[config.mk]
export PLATFORM = sky130hd
export DESIGN_NAME = sdsd_scan_driver
export DESIGN_NICKNAME = d
export VERILOG_FILES = /design/src/sdsd_pkg.sv /design/src/sdsd_scan_driver.sv
export SDC_FILE = /design/constraint.sdc
export NUM_CORES = 1
export LEC_CHECK = 0
export BUFFER_PORTS_ARGS = -buffer_cell sky130_fd_sc_hd__buf_2
export CORE_AREA = 2 2 183 185
export DETAILED_ROUTE_END_ITERATION = 7
export DIE_AREA = 0 0 185 187
export PLACE_DENSITY_LB_ADDON = 0.3
export SYNTH_ARGS = -nofsm -noshare
export SYNTH_HDL_FRONTEND = slang
export SYNTH_SLANG_ARGS = --single-unit
[constraint.sdc]
create_clock -name clock_i -period 2.9 [get_ports clock_i]
set_input_delay 0.145 -clock clock_i [delete_from_list [all_inputs] [get_ports clock_i]]
set_output_delay 0.145 -clock clock_i [all_outputs]
set_load 0.005 [all_outputs]
[src/sdsd_pkg.sv]
// Package for the segment display scan driver: register map, fields and timing
package sdsd_pkg;

  // ----------------------------------------------------------------------
  // Register offsets (12-bit register port address space)
  // ----------------------------------------------------------------------
  localparam logic [11:0] ADDR_OUTPUT_CTRL  = 12'h08F;
  localparam logic [11:0] ADDR_DISPLAY_CTRL = 12'h093;
  localparam logic [11:0] ADDR_PORT0_EN     = 12'h09C;
  localparam logic [11:0] ADDR_PORT1_EN     = 12'h094;
  localparam logic [11:0] ADDR_PORT2_EN     = 12'h0A3;
  localparam logic [11:0] ADDR_PORT3_EN     = 12'h0B3;
  localparam logic [11:0] ADDR_RAM_FIRST    = 12'h700;
  localparam logic [11:0] ADDR_RAM_LAST     = 12'h71B;
  localparam logic [11:0] ADDR_SCAN_STATUS  = 12'h0F0;

  // ----------------------------------------------------------------------
  // Field positions and reset values
  // ----------------------------------------------------------------------
  localparam int          DCTRL_SCAN_ON_BIT = 7;
  localparam int          DCTRL_MODE_BIT    = 6;
  localparam int          DCTRL_DUTY_LSB    = 4;
  localparam int          DCTRL_VLCD_LSB    = 0;
  localparam int          OCTRL_RES_LSB     = 2;
  localparam int          OCTRL_MUX_BIT     = 1;
  localparam int          OCTRL_BIAS_BIT    = 0;
  localparam logic [7:0]  OCTRL_WMASK       = 8'hCF;
  localparam logic [7:0]  RESET_BYTE        = 8'h00;
  localparam int          NUM_SEG           = 28;
  localparam int          NUM_COM           = 8;

  // Duty codes
  localparam logic [1:0]  DUTY_EIGHTH  = 2'h0;
  localparam logic [1:0]  DUTY_SIXTH   = 2'h1;
  localparam logic [1:0]  DUTY_FIFTH   = 2'h2;
  localparam logic [1:0]  DUTY_QUARTER = 2'h3;
  // Fast divider code used at each common switch
  localparam logic [1:0]  RES_100K     = 2'h0;

  // ----------------------------------------------------------------------
  // Timing: 32768 Hz scan tick, 64 Hz frame, 16 sub-steps per common slot
  // ----------------------------------------------------------------------
  localparam int CLK_HZ         = 10_000_000;
  localparam int SCAN_HZ        = 32_768;
  localparam int FRAME_HZ       = 64;
  localparam int SUBSTEPS       = 16;
  localparam int TICK_CYC       = CLK_HZ / SCAN_HZ;
  localparam int TICKS_PER_FRAME = SCAN_HZ / FRAME_HZ;

  // Display control fields as a carrier
  typedef struct packed {
    logic       scan_on;
    logic       lcd_led_select;
    logic [1:0] duty;
    logic [3:0] vlcd;
  } sdsd_dctrl_t;

  // Output control fields as a carrier
  typedef struct packed {
    logic [1:0] drive_sel;
    logic [1:0] spare;
    logic [1:0] divider_resistance_sel;
    logic       pin_mux_sel;
    logic       bias_sel;
  } sdsd_octrl_t;

endpackage

[src/sdsd_scan_driver.sv]
// Segment display scan driver: registers, display RAM and common/segment scan
`timescale 1ns/10ps

module sdsd_scan_driver
  import sdsd_pkg::*;
(
  // Clock and reset
  input  wire logic        clock_i,
  input  wire logic        arst_n_i,
  // Register port
  input  wire logic [11:0] addr_i,
  input  wire logic [7:0]  wdata_i,
  input  wire logic        wr_i,
  input  wire logic        rd_i,
  output logic      [7:0]  rdata_o,
  // Display pins
  output logic [NUM_COM-1:0] com_o,
  output logic [NUM_SEG-1:0] seg_o,
  output logic [31:0]        pin_display_en_o,
  // Analog control
  output logic [1:0]         divider_res_o,
  output logic               bias_third_o,
  output logic               led_mode_o,
  output logic [3:0]         vlcd_o
);

  // ----------------------------------------------------------------------
  // Functions
  // ----------------------------------------------------------------------

  // First common of the scanned set for a duty code
  function automatic logic [2:0] first_com(input logic [1:0] duty, input logic mux);
    unique case (duty)
      DUTY_EIGHTH:  first_com = 3'h0;
      DUTY_SIXTH:   first_com = 3'h2;
      DUTY_FIFTH:   first_com = 3'h3;
      default:      first_com = mux ? 3'h0 : 3'h4;
    endcase
  endfunction

  // Last common of the scanned set for a duty code
  function automatic logic [2:0] last_com(input logic [1:0] duty, input logic mux);
    last_com = (duty == DUTY_QUARTER && mux) ? 3'h3 : 3'h7;
  endfunction

  // ----------------------------------------------------------------------
  // Register state
  // ----------------------------------------------------------------------
  sdsd_dctrl_t dctrl_q, dctrl_d;           // Display control
  sdsd_octrl_t octrl_q, octrl_d;           // Output control
  logic [7:0]  pen_q [4], pen_d [4];       // Per-port pin enables
  logic [7:0]  ram_q [NUM_SEG];            // Display RAM
  logic [7:0]  rdata_d;                    // Read data next value

  // Scan state
  logic [9:0]  tick_cnt_q, tick_cnt_d;     // Divider to 32 kHz tick
  logic [5:0]  sub_q, sub_d;               // Tick count inside common slot, 0 to 63
  logic [2:0]  com_q, com_d;               // Active common index
  logic [NUM_COM-1:0] com_d_vec;           // Common output next value
  logic [NUM_SEG-1:0] seg_d_vec;           // Segment output next value
  logic [1:0]  res_d;                      // Divider resistance next value
  logic        tick;                       // One 32 kHz step

  localparam logic [9:0] TICK_LAST = 10'(TICK_CYC - 1);
  localparam int         SLOT_TICKS = TICKS_PER_FRAME / NUM_COM;
  localparam logic [5:0] SLOT_LAST = 6'(SLOT_TICKS - 1);
  localparam logic [5:0] FAST_LEN  = 6'(SLOT_TICKS / SUBSTEPS);

  // ----------------------------------------------------------------------
  // Register port next values
  // ----------------------------------------------------------------------
  // Decode writes and reads of the control registers
  always_comb begin
    dctrl_d = dctrl_q;
    octrl_d = octrl_q;
    for (int p = 0; p < 4; p++) begin
      pen_d[p] = pen_q[p];
    end
    rdata_d = RESET_BYTE;
    if (wr_i) begin
      unique case (addr_i)
        ADDR_DISPLAY_CTRL: dctrl_d = sdsd_dctrl_t'(wdata_i);
        ADDR_OUTPUT_CTRL:  octrl_d = sdsd_octrl_t'(wdata_i & OCTRL_WMASK);
        ADDR_PORT0_EN:     pen_d[0] = wdata_i;
        ADDR_PORT1_EN:     pen_d[1] = wdata_i;
        ADDR_PORT2_EN:     pen_d[2] = wdata_i;
        ADDR_PORT3_EN:     pen_d[3] = wdata_i;
        default: ;                            // Others ignored
      endcase
    end
    if (rd_i) begin
      if (addr_i >= ADDR_RAM_FIRST && addr_i <= ADDR_RAM_LAST) begin
        rdata_d = ram_q[5'(addr_i - ADDR_RAM_FIRST)];
      end else begin
        unique case (addr_i)
          ADDR_DISPLAY_CTRL: rdata_d = dctrl_q;
          ADDR_OUTPUT_CTRL:  rdata_d = octrl_q;
          ADDR_PORT0_EN:     rdata_d = pen_q[0];
          ADDR_PORT1_EN:     rdata_d = pen_q[1];
          ADDR_PORT2_EN:     rdata_d = pen_q[2];
          ADDR_PORT3_EN:     rdata_d = pen_q[3];
          ADDR_SCAN_STATUS:  rdata_d = {4'h0, dctrl_q.scan_on, com_q};
          default:           rdata_d = RESET_BYTE; // Unmapped reads zero
        endcase
      end
    end
  end

  // Register the control state and read data
  always_ff @(posedge clock_i or negedge arst_n_i) begin
    if (!arst_n_i) begin
      dctrl_q <= sdsd_dctrl_t'(RESET_BYTE);
      octrl_q <= sdsd_octrl_t'(RESET_BYTE);
      for (int p = 0; p < 4; p++) begin
        pen_q[p] <= RESET_BYTE;
      end
      rdata_o <= RESET_BYTE;
    end else begin
      dctrl_q <= dctrl_d;
      octrl_q <= octrl_d;
      for (int p = 0; p < 4; p++) begin
        pen_q[p] <= pen_d[p];
      end
      rdata_o <= rdata_d;
    end
  end

  // ----------------------------------------------------------------------
  // Display RAM: one byte per segment
  // ----------------------------------------------------------------------
  genvar g;
  generate
    for (g = 0; g < NUM_SEG; g++) begin : g_ram
      logic [7:0] byte_d;
      // Byte write when the address hits this segment
      always_comb begin
        byte_d = ram_q[g];
        if (wr_i && addr_i == ADDR_RAM_FIRST + 12'(g)) begin
          byte_d = wdata_i;
        end
      end
      // Hold the byte
      always_ff @(posedge clock_i or negedge arst_n_i) begin
        if (!arst_n_i) begin
          ram_q[g] <= RESET_BYTE;
        end else begin
          ram_q[g] <= byte_d;
        end
      end
    end
  endgenerate

  // ----------------------------------------------------------------------
  // Scan sequencer
  // ----------------------------------------------------------------------
  assign tick = (tick_cnt_q == TICK_LAST);

  // Step the tick divider, slot counter and active common
  always_comb begin
    tick_cnt_d = tick ? 10'h000 : tick_cnt_q + 10'h001;
    sub_d      = sub_q;
    com_d      = com_q;
    com_d_vec  = '0;
    seg_d_vec  = '0;
    res_d      = octrl_q.divider_resistance_sel;
    if (!dctrl_q.scan_on) begin
      // Scan stopped: park on first common, outputs idle
      // Park on the first common of the set being written, so that a start
      // that changes duty in the same write begins on the right common
      tick_cnt_d = 10'h000;
      sub_d      = 6'h00;
      com_d      = first_com(dctrl_d.duty, octrl_d.pin_mux_sel);
    end else begin
      if (tick) begin
        if (sub_q == SLOT_LAST) begin
          sub_d = 6'h00;
          if (com_q >= last_com(dctrl_q.duty, octrl_q.pin_mux_sel)) begin
            com_d = first_com(dctrl_q.duty, octrl_q.pin_mux_sel);
          end else begin
            com_d = com_q + 3'h1;
          end
        end else begin
          sub_d = sub_q + 6'h01;
        end
      end
      if (com_q < first_com(dctrl_q.duty, octrl_q.pin_mux_sel)) begin
        com_d = first_com(dctrl_q.duty, octrl_q.pin_mux_sel);
      end
      if (sub_d < FAST_LEN) begin
        res_d = RES_100K;
      end
      com_d_vec[com_d] = 1'b1;
      for (int s = 0; s < NUM_SEG; s++) begin
        seg_d_vec[s] = ram_q[s][com_d];
      end
      if (dctrl_q.duty == DUTY_QUARTER && octrl_q.pin_mux_sel) begin
        seg_d_vec[3:0] = 4'h0;
      end
    end
  end

  // Register scan state and pin outputs
  always_ff @(posedge clock_i or negedge arst_n_i) begin
    if (!arst_n_i) begin
      tick_cnt_q       <= 10'h000;
      sub_q            <= 6'h00;
      com_q            <= 3'h0;
      com_o            <= '0;
      seg_o            <= '0;
      pin_display_en_o <= 32'h0000_0000;
      divider_res_o    <= RES_100K;
      bias_third_o     <= 1'b0;
      led_mode_o       <= 1'b0;
      vlcd_o           <= 4'h0;
    end else begin
      tick_cnt_q       <= tick_cnt_d;
      sub_q            <= sub_d;
      com_q            <= com_d;
      com_o            <= com_d_vec;
      seg_o            <= seg_d_vec;
      pin_display_en_o <= {pen_q[3], pen_q[2], pen_q[1], pen_q[0]};
      divider_res_o    <= res_d;
      bias_third_o     <= octrl_q.bias_sel;
      led_mode_o       <= dctrl_q.lcd_led_select;
      vlcd_o           <= dctrl_q.vlcd;
    end
  end

endmodule

==> impl_summary.txt, run 1 <==
----------------------------------------------------
[Outcome]
  Run status ... finished, final reports clean

[STA]
  Final cycle utilization of the critical path ... between 90% and 100%
  Clock Skew ... between 0.01 and 0.015 ns
  Slew Limit Fails ... 0
  Worst slew pin tran ... 0.881 ns
  Period minus WS final ... 2.85 ns
  Slew headroom ... around 40%
  Total of endpoints with negative setup slack in the final report ... 0
  Worst slack on hold paths ... 0.0641 ns
  Maximum frequency from static timing analysis ... 0.351 GHz
  Final number of hold-violating endpoints ... 0

[Drt]
  Detailed-route vias per instance ... 6.28
  Final routed wire length divided by cell count ... 24.0 µm
  Overall routed net length ... 47900 µm
  Iteration count of the initial detailed-routing pass ... 6
  Post-route DRC ... 0
  Vias ... 12.5k
  Iteration-0 DRC Markers ... 1218
  Remaining antenna violation count ... 0

[Critical path]
  Highest fanout seen on the critical path ... 13
  R2R Path End ... seg_o[14]$_DFF_PN0_
  Register-to-register path setup slack ... between 0.05 and 0.06 ns
  Data required time of the critical path ... 3.35 ns
  Critical Path Start ... dctrl_q[5]$_DFF_PN0_
  End point of the critical path ... seg_o[14]$_DFF_PN0_
  Critical register-to-register path startpoint ... dctrl_q[5]$_DFF_PN0_
  Cells along the critical path ... ha_2 > and2_1 > ha_4 > a21oi_1 > o21ai_4 > buf_6 > mux2i_4 > buf_4 > buf_12 > nand2_1 > a32oi_2 > and4_1
  Critical path start-end classification ... reg2reg
  Total number of cells along the worst setup path ... 12
  Gate family responsible for the most delay along the worst path ... simple AND/OR/NAND/NOR gates
  Largest incremental delay on the critical path ... 0.44 ns
  Crit path arrival time ... 3.30 ns
  Depth of the worst register-to-register path ... 12
  Critical path launch point type ... flip-flop
  Sum of buffers and inverters on the critical path ... 3
  Worst Setup End Kind ... flip-flop
  Slowest CP cell ... sky130_fd_sc_hd__dfrtp_2

[Clock network]
  Number of clock sinks seen by CTS ... 373
  Clock buffer count from CTS ... 40
  Library cell used as clock root buffer ... sky130_fd_sc_hd__clkbuf_16
  Latest clock arrival within the worst-skew pair ... 0.54 ns
  Buffers from clock root to sink, at most ... 3
  Clock-pin transition on the worst setup and hold timing paths ... 0.06 ns
  Level count of the clock H-tree ... 2
  Clock tree from TritonCTS ... built

[Power]
  Switching power of the nets ... between 2000 and 2500 µW
  Power after layout ... ~11000 µW
  Switch share ... 22.5%
  Power per Cell Area ... 521 nW/µm²
  Proportion of power drawn by combinational gates ... 4.5%
  Leakage power ... 0.00989 µW
  Sequential share of power ... between 40 and 50%
  Worst IR drop on VDD ... 372 µV
  Part of the power in the clock network ... 46.9%
  Internal Pwr Total ... 8360 µW

[Placed design]
  Port buffer count ... between 100 and 150
  Weighted congestion reported at the end of routability-driven placement ... 0.874
  Detailed Place HPWL ... 31200 µm

[Final layout]
  # nets final ... 1552
  Final cell utilization of the core ... between 60% and 70%
  Layout-stage area growth over the synthesis result ... 16.6%
  Proportion of layout cells with a drive suffix above 1 ... 39.7%
  Antenna diode instance count ... 0

[Logic synthesis]
  Cell with the most instances after synthesis ... sky130_fd_sc_hd__dfrtp_1
  Cell type with the highest aggregate area in the netlist ... sky130_fd_sc_hd__dfrtp_1
  Post-synthesis cell count ... around 1.4k
  Mean post-synth cell area ... 12.9 µm²
  Top-area cell type share of the netlist area ... 52.6%
  Ys async rst share ... 100%
  Number of distinct standard cells referenced by the synthesized netlist ... 56
  Number of enable-type register cells in the synthesized netlist ... 0
  Top flip-flop cell by instance count after synthesis ... sky130_fd_sc_hd__dfrtp_1
  Top post-synthesis cells by count ... 373 x sky130_fd_sc_hd__dfrtp_1, 271 x sky130_fd_sc_hd__mux2_2, 214 x sky130_fd_sc_hd__nand2_1
  Flip-flop and latch count after synthesis ... 373
  Warnings from Yosys ... 0
  Area of the mapped netlist ... 17800 µm²
  Post-Synthesis Net Count ... 1417
  Share of the yosys chip area belonging to registers ... 52.6%
  Cell types with the largest area share after synthesis ... sky130_fd_sc_hd__dfrtp_1 53%, sky130_fd_sc_hd__mux2_2 17%, sky130_fd_sc_hd__mux4_2 8.1%

[Die]
  Die area ... ~35000 µm²
  Floorplan die height ... 187 µm
  Core Box Area ... 32900 µm²
  Width of the chip ... 185 µm
  Initial core utilization ... a little over half
  Boundary pin count ... 108
  Number of rows created at floorplan ... 67

[GRT]
  Initial antenna violation count ... 0
  Wire length of the first global-routing pass ... 73700 µm
  Pin count of the biggest net entering global routing ... about 100
  Global-route total usage across every layer ... 27.7%
  Congestion Overflow GR ... 0
  Via count of the first global-routing pass ... 12.5k

[Worst hold path]
  HP Class ... in2reg

[Flow run]
  Number of max-cap violations ... 0

----------------------------------------------------
[cells by family (layout without fill, tap and decap cells)]
kind of cell,count (synthesis),count (layout),synth area share (%)
compound gates,103,103,4.59
xor+xnor,11,11,0.542
fa+ha+maj,11,11,0.775
buf+inv,99,263,2.56
flops,373,373,52.6
mux,375,375,27.7
simple gates,410,410,11.3
[placed cells by master (no fill, tap or decap), types with 6 or more instances in the layout]
| cell type | count |
|---|---|
| sky130_fd_sc_hd__dfrtp_1 | 372 |
| sky130_fd_sc_hd__mux2_2 | 271 |
| sky130_fd_sc_hd__nand2_1 | 214 |
| sky130_fd_sc_hd__buf_2 | 104 |
| sky130_fd_sc_hd__nand3_1 | 77 |
| sky130_fd_sc_hd__mux4_2 | 64 |
| sky130_fd_sc_hd__buf_4 | 61 |
| sky130_fd_sc_hd__clkbuf_16 | 43 |
| sky130_fd_sc_hd__mux2i_1 | 38 |
| sky130_fd_sc_hd__nor2_1 | 34 |
| sky130_fd_sc_hd__and4_1 | 29 |
| sky130_fd_sc_hd__a32oi_1 | 26 |
| sky130_fd_sc_hd__buf_12 | 15 |
| sky130_fd_sc_hd__a221oi_1 | 14 |
| sky130_fd_sc_hd__o21ai_0 | 12 |
| sky130_fd_sc_hd__clkbuf_8 | 12 |
| sky130_fd_sc_hd__and3_1 | 11 |
| sky130_fd_sc_hd__a22o_1 | 10 |
| sky130_fd_sc_hd__o211ai_1 | 9 |
| sky130_fd_sc_hd__ha_1 | 8 |
| sky130_fd_sc_hd__clkbuf_1 | 8 |
| sky130_fd_sc_hd__a211oi_1 | 7 |
| sky130_fd_sc_hd__inv_1 | 6 |
| sky130_fd_sc_hd__nor2b_1 | 6 |
| sky130_fd_sc_hd__and2_1 | 6 |
[worst min path at each step]
stage             start                        endpoint  slack (ns)  depth (start not counted)
6_report           rd_i            rdata_o[7]$_DFF_PN0_        0.06                          3
3_3_place_gp   arst_n_i             vlcd_o[0]$_DFF_PN0_        0.10                          1
4_1_cts            rd_i            rdata_o[3]$_DFF_PN0_        0.04                          3
5_1_grt            rd_i            rdata_o[3]$_DFF_PN0_        0.08                          3
2_1_floorplan  arst_n_i          bias_third_o$_DFF_PN0_       -0.15                          0
3_5_place_dp   arst_n_i  pin_display_en_o[11]$_DFF_PN0_        0.11                          1
[worst register-to-register path: cells and delay by family (launching register included)]
| kind | cells | cell delay [ns] |
|---|---|---|
| mux | 1 | 0.29 |
| flops | 1 | 0.44 |
| fa+ha+maj | 2 | 0.52 |
| simple gates | 3 | 0.54 |
| buf+inv | 3 | 0.47 |
| compound gates | 3 | 0.52 |
[what timing repair did]
item,4_1_cts,5_1_grt
endpoints found under the hold margin,54,0
pin swaps,0,2
resized for setup,2,16
endpoints found under the setup margin,28,28
cloned,0,2
setup buffers,0,4
hold buffers,1,0
[state kept, by name, summed over array words and instances, names as in the netlist, 8 cells and up]
register          cells
dctrl_q               8
rdata_o               8
pin_display_en_o     32
ram_q               224
pen_q                32
tick_cnt_q           10
seg_o                28
com_o                 8
[area by class of cell]
cell class / count / area (µm²)
well taps: 448 / 561
clock buffers: 61 / 1220
clock inverters: 10 / 90.1
repair buffers: 186 / 1380
flip-flops and latches: 373 / 9340
inverters: 6 / 22.5
fillers: 2488 / 12200
multi-input cells: 910 / 8100
[metrics by stage]
stage | instances | TNS (ns) | setup slack [ns] | instance area (µm²)
after floorplan | 1382 | 0 | 0.176 | 17800
after global placement | 1916 | 0 | 0.103 | 19200
after detailed placement | 1916 | 0 | 0.0607 | 19200
after CTS | 1988 | 0 | 0.00734 | 20500
after global routing | 1994 | -0.0221 | -0.0221 | 20700
final | 1994 | 0 | 0.0537 | 20700
[power groups by stage]
| stage | clock network [µW] | registers [µW] | logic (µW) |
|---|---|---|---|
| 3_5_place_dp | 0 | 5330 | 487 |
| 6_report | 5060 | 5240 | 490 |
| 4_1_cts | 5130 | 5240 | 489 |
| 5_1_grt | 5360 | 5240 | 533 |
| 3_3_place_gp | 0 | 5330 | 481 |
| 2_1_floorplan | 0 | 5330 | 210 |
[routing by layer]
layer / share of wire [%] / vias to the layer above / GRT usage [%]
li1: - / 5351 / -
met1: 42 / 6461 / 39.5
met2: 47 / 618 / 43.5
met3: 7.5 / 102 / 4.46
met4: 3.3 / 0 / 9.52
met5: 0 / - / 0
Note: power is estimated with default switching activity, not from simulation.
==> run 2, diff against run 1 <==
--- a/config.mk
+++ b/config.mk
@@ -9,7 +9,8 @@
 export CORE_AREA = 2 2 183 185
 export DETAILED_ROUTE_END_ITERATION = 7
 export DIE_AREA = 0 0 185 187
-export PLACE_DENSITY_LB_ADDON = 0.3
+export PLACE_DENSITY = 0.76
+export SLEW_MARGIN = 20
 export SYNTH_ARGS = -nofsm -noshare
 export SYNTH_HDL_FRONTEND = slang
 export SYNTH_SLANG_ARGS = --single-unit
==> run 2 against run 1 <==
  * Worst hold slack worse by 0.0095 ns
  * Core utilization down 0.56 points
  * Largest power group unchanged
  * Final cell count down 0.85%
  * Clock skew up 0.0042 ns
==> impl_summary.txt, run 2 (synthesis results as in run 1) <==
----------------------------------------------------
[Outcome]
  Run status ... finished, final reports clean

[Critical path]
  Worst Setup End Kind ... flip-flop
  Critical path launch point type ... flip-flop
  Crit path arrival time ... 3.18 ns (-0.12 ns)
  Highest fanout seen on the critical path ... 36 (+23)
  Data required time of the critical path ... 3.30 ns (-0.05 ns)
  Critical path start-end classification ... reg2reg

[Final layout]
  Most common cell after layout, fill and taps aside ... sky130_fd_sc_hd__dfrtp_1
  # nets final ... 1537 (-0.97%)
  Final design area excluding fillers ... 20500 µm² (-0.89%)
  Proportion of layout cells with a drive suffix above 1 ... 38.7% (-0.97 points)
  Max FFs per register ... 224 (unchanged)
  Largest registers ... ram_q: 224 flops, pen_q: 32 flops, pin_display_en_o: 32 flops
  Filler cell count in the final layout ... 2461 (-1.1%)
  Post-Layout Cell Count ... 1977 (-0.85%)
  Commonest non-fill, non-tap cells in the layout ... 373 x sky130_fd_sc_hd__dfrtp_1, 271 x sky130_fd_sc_hd__mux2_2, 214 x sky130_fd_sc_hd__nand2_1
  Register with the most flip-flops ... ram_q
  Layout-stage area growth over the synthesis result ... 15.5%

[Drt]
  Post-route DRC ... 0 (unchanged)
  Iteration count of the initial detailed-routing pass ... 6 (unchanged)
  Remaining antenna violation count ... 0 (unchanged)
  Vias ... 12.5k (-0.26%)
  Iteration-0 DRC Markers ... 1172 (-3.8%)
  Overall routed net length ... 46900 µm (-2.0%)
  Detailed-route vias per instance ... 6.32 (+0.59%)
  Final routed wire length divided by cell count ... 23.7 µm (-1.1%)

[Clock network]
  Library cell used as clock root buffer ... sky130_fd_sc_hd__clkbuf_16
  Level count of the clock H-tree ... 2 (unchanged)
  Latest clock arrival within the worst-skew pair ... 0.53 ns (about the same)
  Clock tree from TritonCTS ... built
  Clock buffer count from CTS ... 40 (unchanged)
  Buffers from clock root to sink, at most ... 3 (unchanged)
  Number of clock sinks seen by CTS ... 373 (unchanged)
  Clock-pin transition on the worst setup and hold timing paths ... 0.06 ns (about the same)

[Placed design]
  Port buffer count ... 107 (unchanged)
  Cell count after placement ... 1902 (-0.73%)
  Worst slack, placed ... 0.0688 ns (+0.00815 ns)
  Weighted congestion reported at the end of routability-driven placement ... 0.900 (+3.0%)
  Detailed Place HPWL ... 31300 µm (+0.39%)
  Post-place instance area ... 19000 µm² (-0.74%)

[STA]
  Worst setup margin ... 0.121 ns (+0.0671 ns)
  Maximum frequency from static timing analysis ... 0.360 GHz (+2.4%)
  Slew Limit Fails ... 0 (unchanged)
  Slew headroom ... 41.9% (+0.65 points)
  Period minus WS final ... 2.78 ns (-0.0671 ns)
  Clock Skew ... 0.0192 ns (+0.00423 ns)
  Worst slew pin tran ... 0.872 ns (-0.00975 ns)
  Total of endpoints with negative setup slack in the final report ... 0 (unchanged)
  Final number of hold-violating endpoints ... 0 (unchanged)
  Final cycle utilization of the critical path ... 95.8% (-2.3 points)

[Die]
  Floorplan die height ... 187 µm (unchanged)
  Width of the chip ... 185 µm (unchanged)
  Boundary pin count ... 108 (unchanged)
  Initial core utilization ... 54.0% (unchanged)
  Die area ... 34600 µm² (unchanged)
  Core Box Area ... 32900 µm² (unchanged)
  Number of rows created at floorplan ... 67 (unchanged)

[Power]
  Leakage power ... 0.00981 µW (-0.87%)
  Power per Cell Area ... 531 nW/µm² (+1.8%)
  Worst IR drop on VDD ... 458 µV (+23%)

[GRT]
  Pin count of the biggest net entering global routing ... 86 (-16%)
  Wire length of the first global-routing pass ... 72600 µm (-1.5%)
  Congestion Overflow GR ... 0 (unchanged)
  Initial antenna violation count ... 4 (+4)
  Via count of the first global-routing pass ... 12.7k (+1.5%)
  Global-route total usage across every layer ... 27.4% (-0.36 points)

[Worst hold path]
  HP Class ... in2reg

[Flow run]
  Number of max-cap violations ... 0 (unchanged)

----------------------------------------------------
[run 2: cell count changes in the layout (fill, tap and decap cells not counted), sizes merged]
cell | previous run | this run
bufinv | 1 | 4
buf | 183 | 169
diode | 0 | 1
clkinvlp | 0 | 2
inv | 8 | 6
clkbuf | 63 | 56
[run 2: final cells by class]
| type | count | area [µm²] | area share, % |
|---|---|---|---|
| clock buffers | 55 | 1170 | 5.70 |
| diodes | 1 | 2.50 | 0.0122 |
| well taps | 448 | 561 | 2.73 |
| repair buffers | 171 | 1220 | 5.93 |
| inverters | 6 | 22.5 | 0.110 |
| multi-input cells | 910 | 8040 | 39.2 |
| flip-flops and latches | 373 | 9330 | 45.5 |
| clock inverters | 13 | 174 | 0.848 |
[run 2: repair_timing]
action | 4_1_cts | 5_1_grt
setup endpoints to repair | 0 | 28
hold buffers | 1 | 0
endpoints found under the hold margin | 80 | 0
resized for setup | 0 | 8
buffers inserted | 0 | 4
[run 2: metal layers]
layer	up-vias	routed length, µm	track usage (%)
met4	4	1960	11.6
met1	6379	18700	36.9
li1	5336	-	-
met5	-	18	0
met3	156	3960	6.35
met2	624	22300	42.8
[run 2: path summary, 6_finish.rpt]
kind	startpoint	endpoint	slack, ns	depth (start not counted)
min in group asynchronous	arst_n_i	pen_q[19]$_DFFE_PN0P_	0.22	2
max	dctrl_q[4]$_DFF_PN0_	seg_o[14]$_DFF_PN0_	0.12	11
max reg2reg	dctrl_q[4]$_DFF_PN0_	seg_o[14]$_DFF_PN0_	0.12	11
min reg2reg	pen_q[27]$_DFFE_PN0P_	pin_display_en_o[3]$_DFF_PN0_	0.40	0
max in group asynchronous	arst_n_i	ram_q[14]$_DFFE_PN0P_	1.80	3
min	rd_i	rdata_o[6]$_DFF_PN0_	0.05	3
[run 2: metrics by stage]
| stage | util (%) | total power (µW) | TNS [ns] | hold WS, ns |
|---|---|---|---|---|
| after floorplan | - | 5540 | 0 | -0.151 |
| after global placement | 58.0 | 5790 | 0 | 0.200 |
| after detailed placement | 58.0 | 5800 | 0 | 0.204 |
| after CTS | 62.1 | 11000 | 0 | 0.0347 |
| after global routing | 62.4 | 11300 | -0.00280 | 0.0521 |
| final | 62.4 | 10900 | 0 | 0.0545 |
[run 2: power breakdown]
group | total [µW] | internal, µW | leakage [µW] | switching [µW]
clock | 5180 | 3160 | 0.000660 | 2020
sequential | 5240 | 5220 | 0.00521 | 15.6
combinational | 468 | 131 | 0.00393 | 337
[run 2: worst max-delay path, cell delays in order (launching register included)]
cell,delay [ns]
sky130_fd_sc_hd__dfrtp_1,0.40
sky130_fd_sc_hd__inv_1,0.07
sky130_fd_sc_hd__ha_1,0.36
sky130_fd_sc_hd__ha_1,0.31
sky130_fd_sc_hd__nand2_1,0.08
sky130_fd_sc_hd__o21ai_2,0.18
sky130_fd_sc_hd__o21ai_4,0.14
sky130_fd_sc_hd__mux2_4,0.38
sky130_fd_sc_hd__buf_12,0.20
sky130_fd_sc_hd__mux2i_1,0.24
sky130_fd_sc_hd__a32oi_1,0.09
sky130_fd_sc_hd__and4_1,0.21
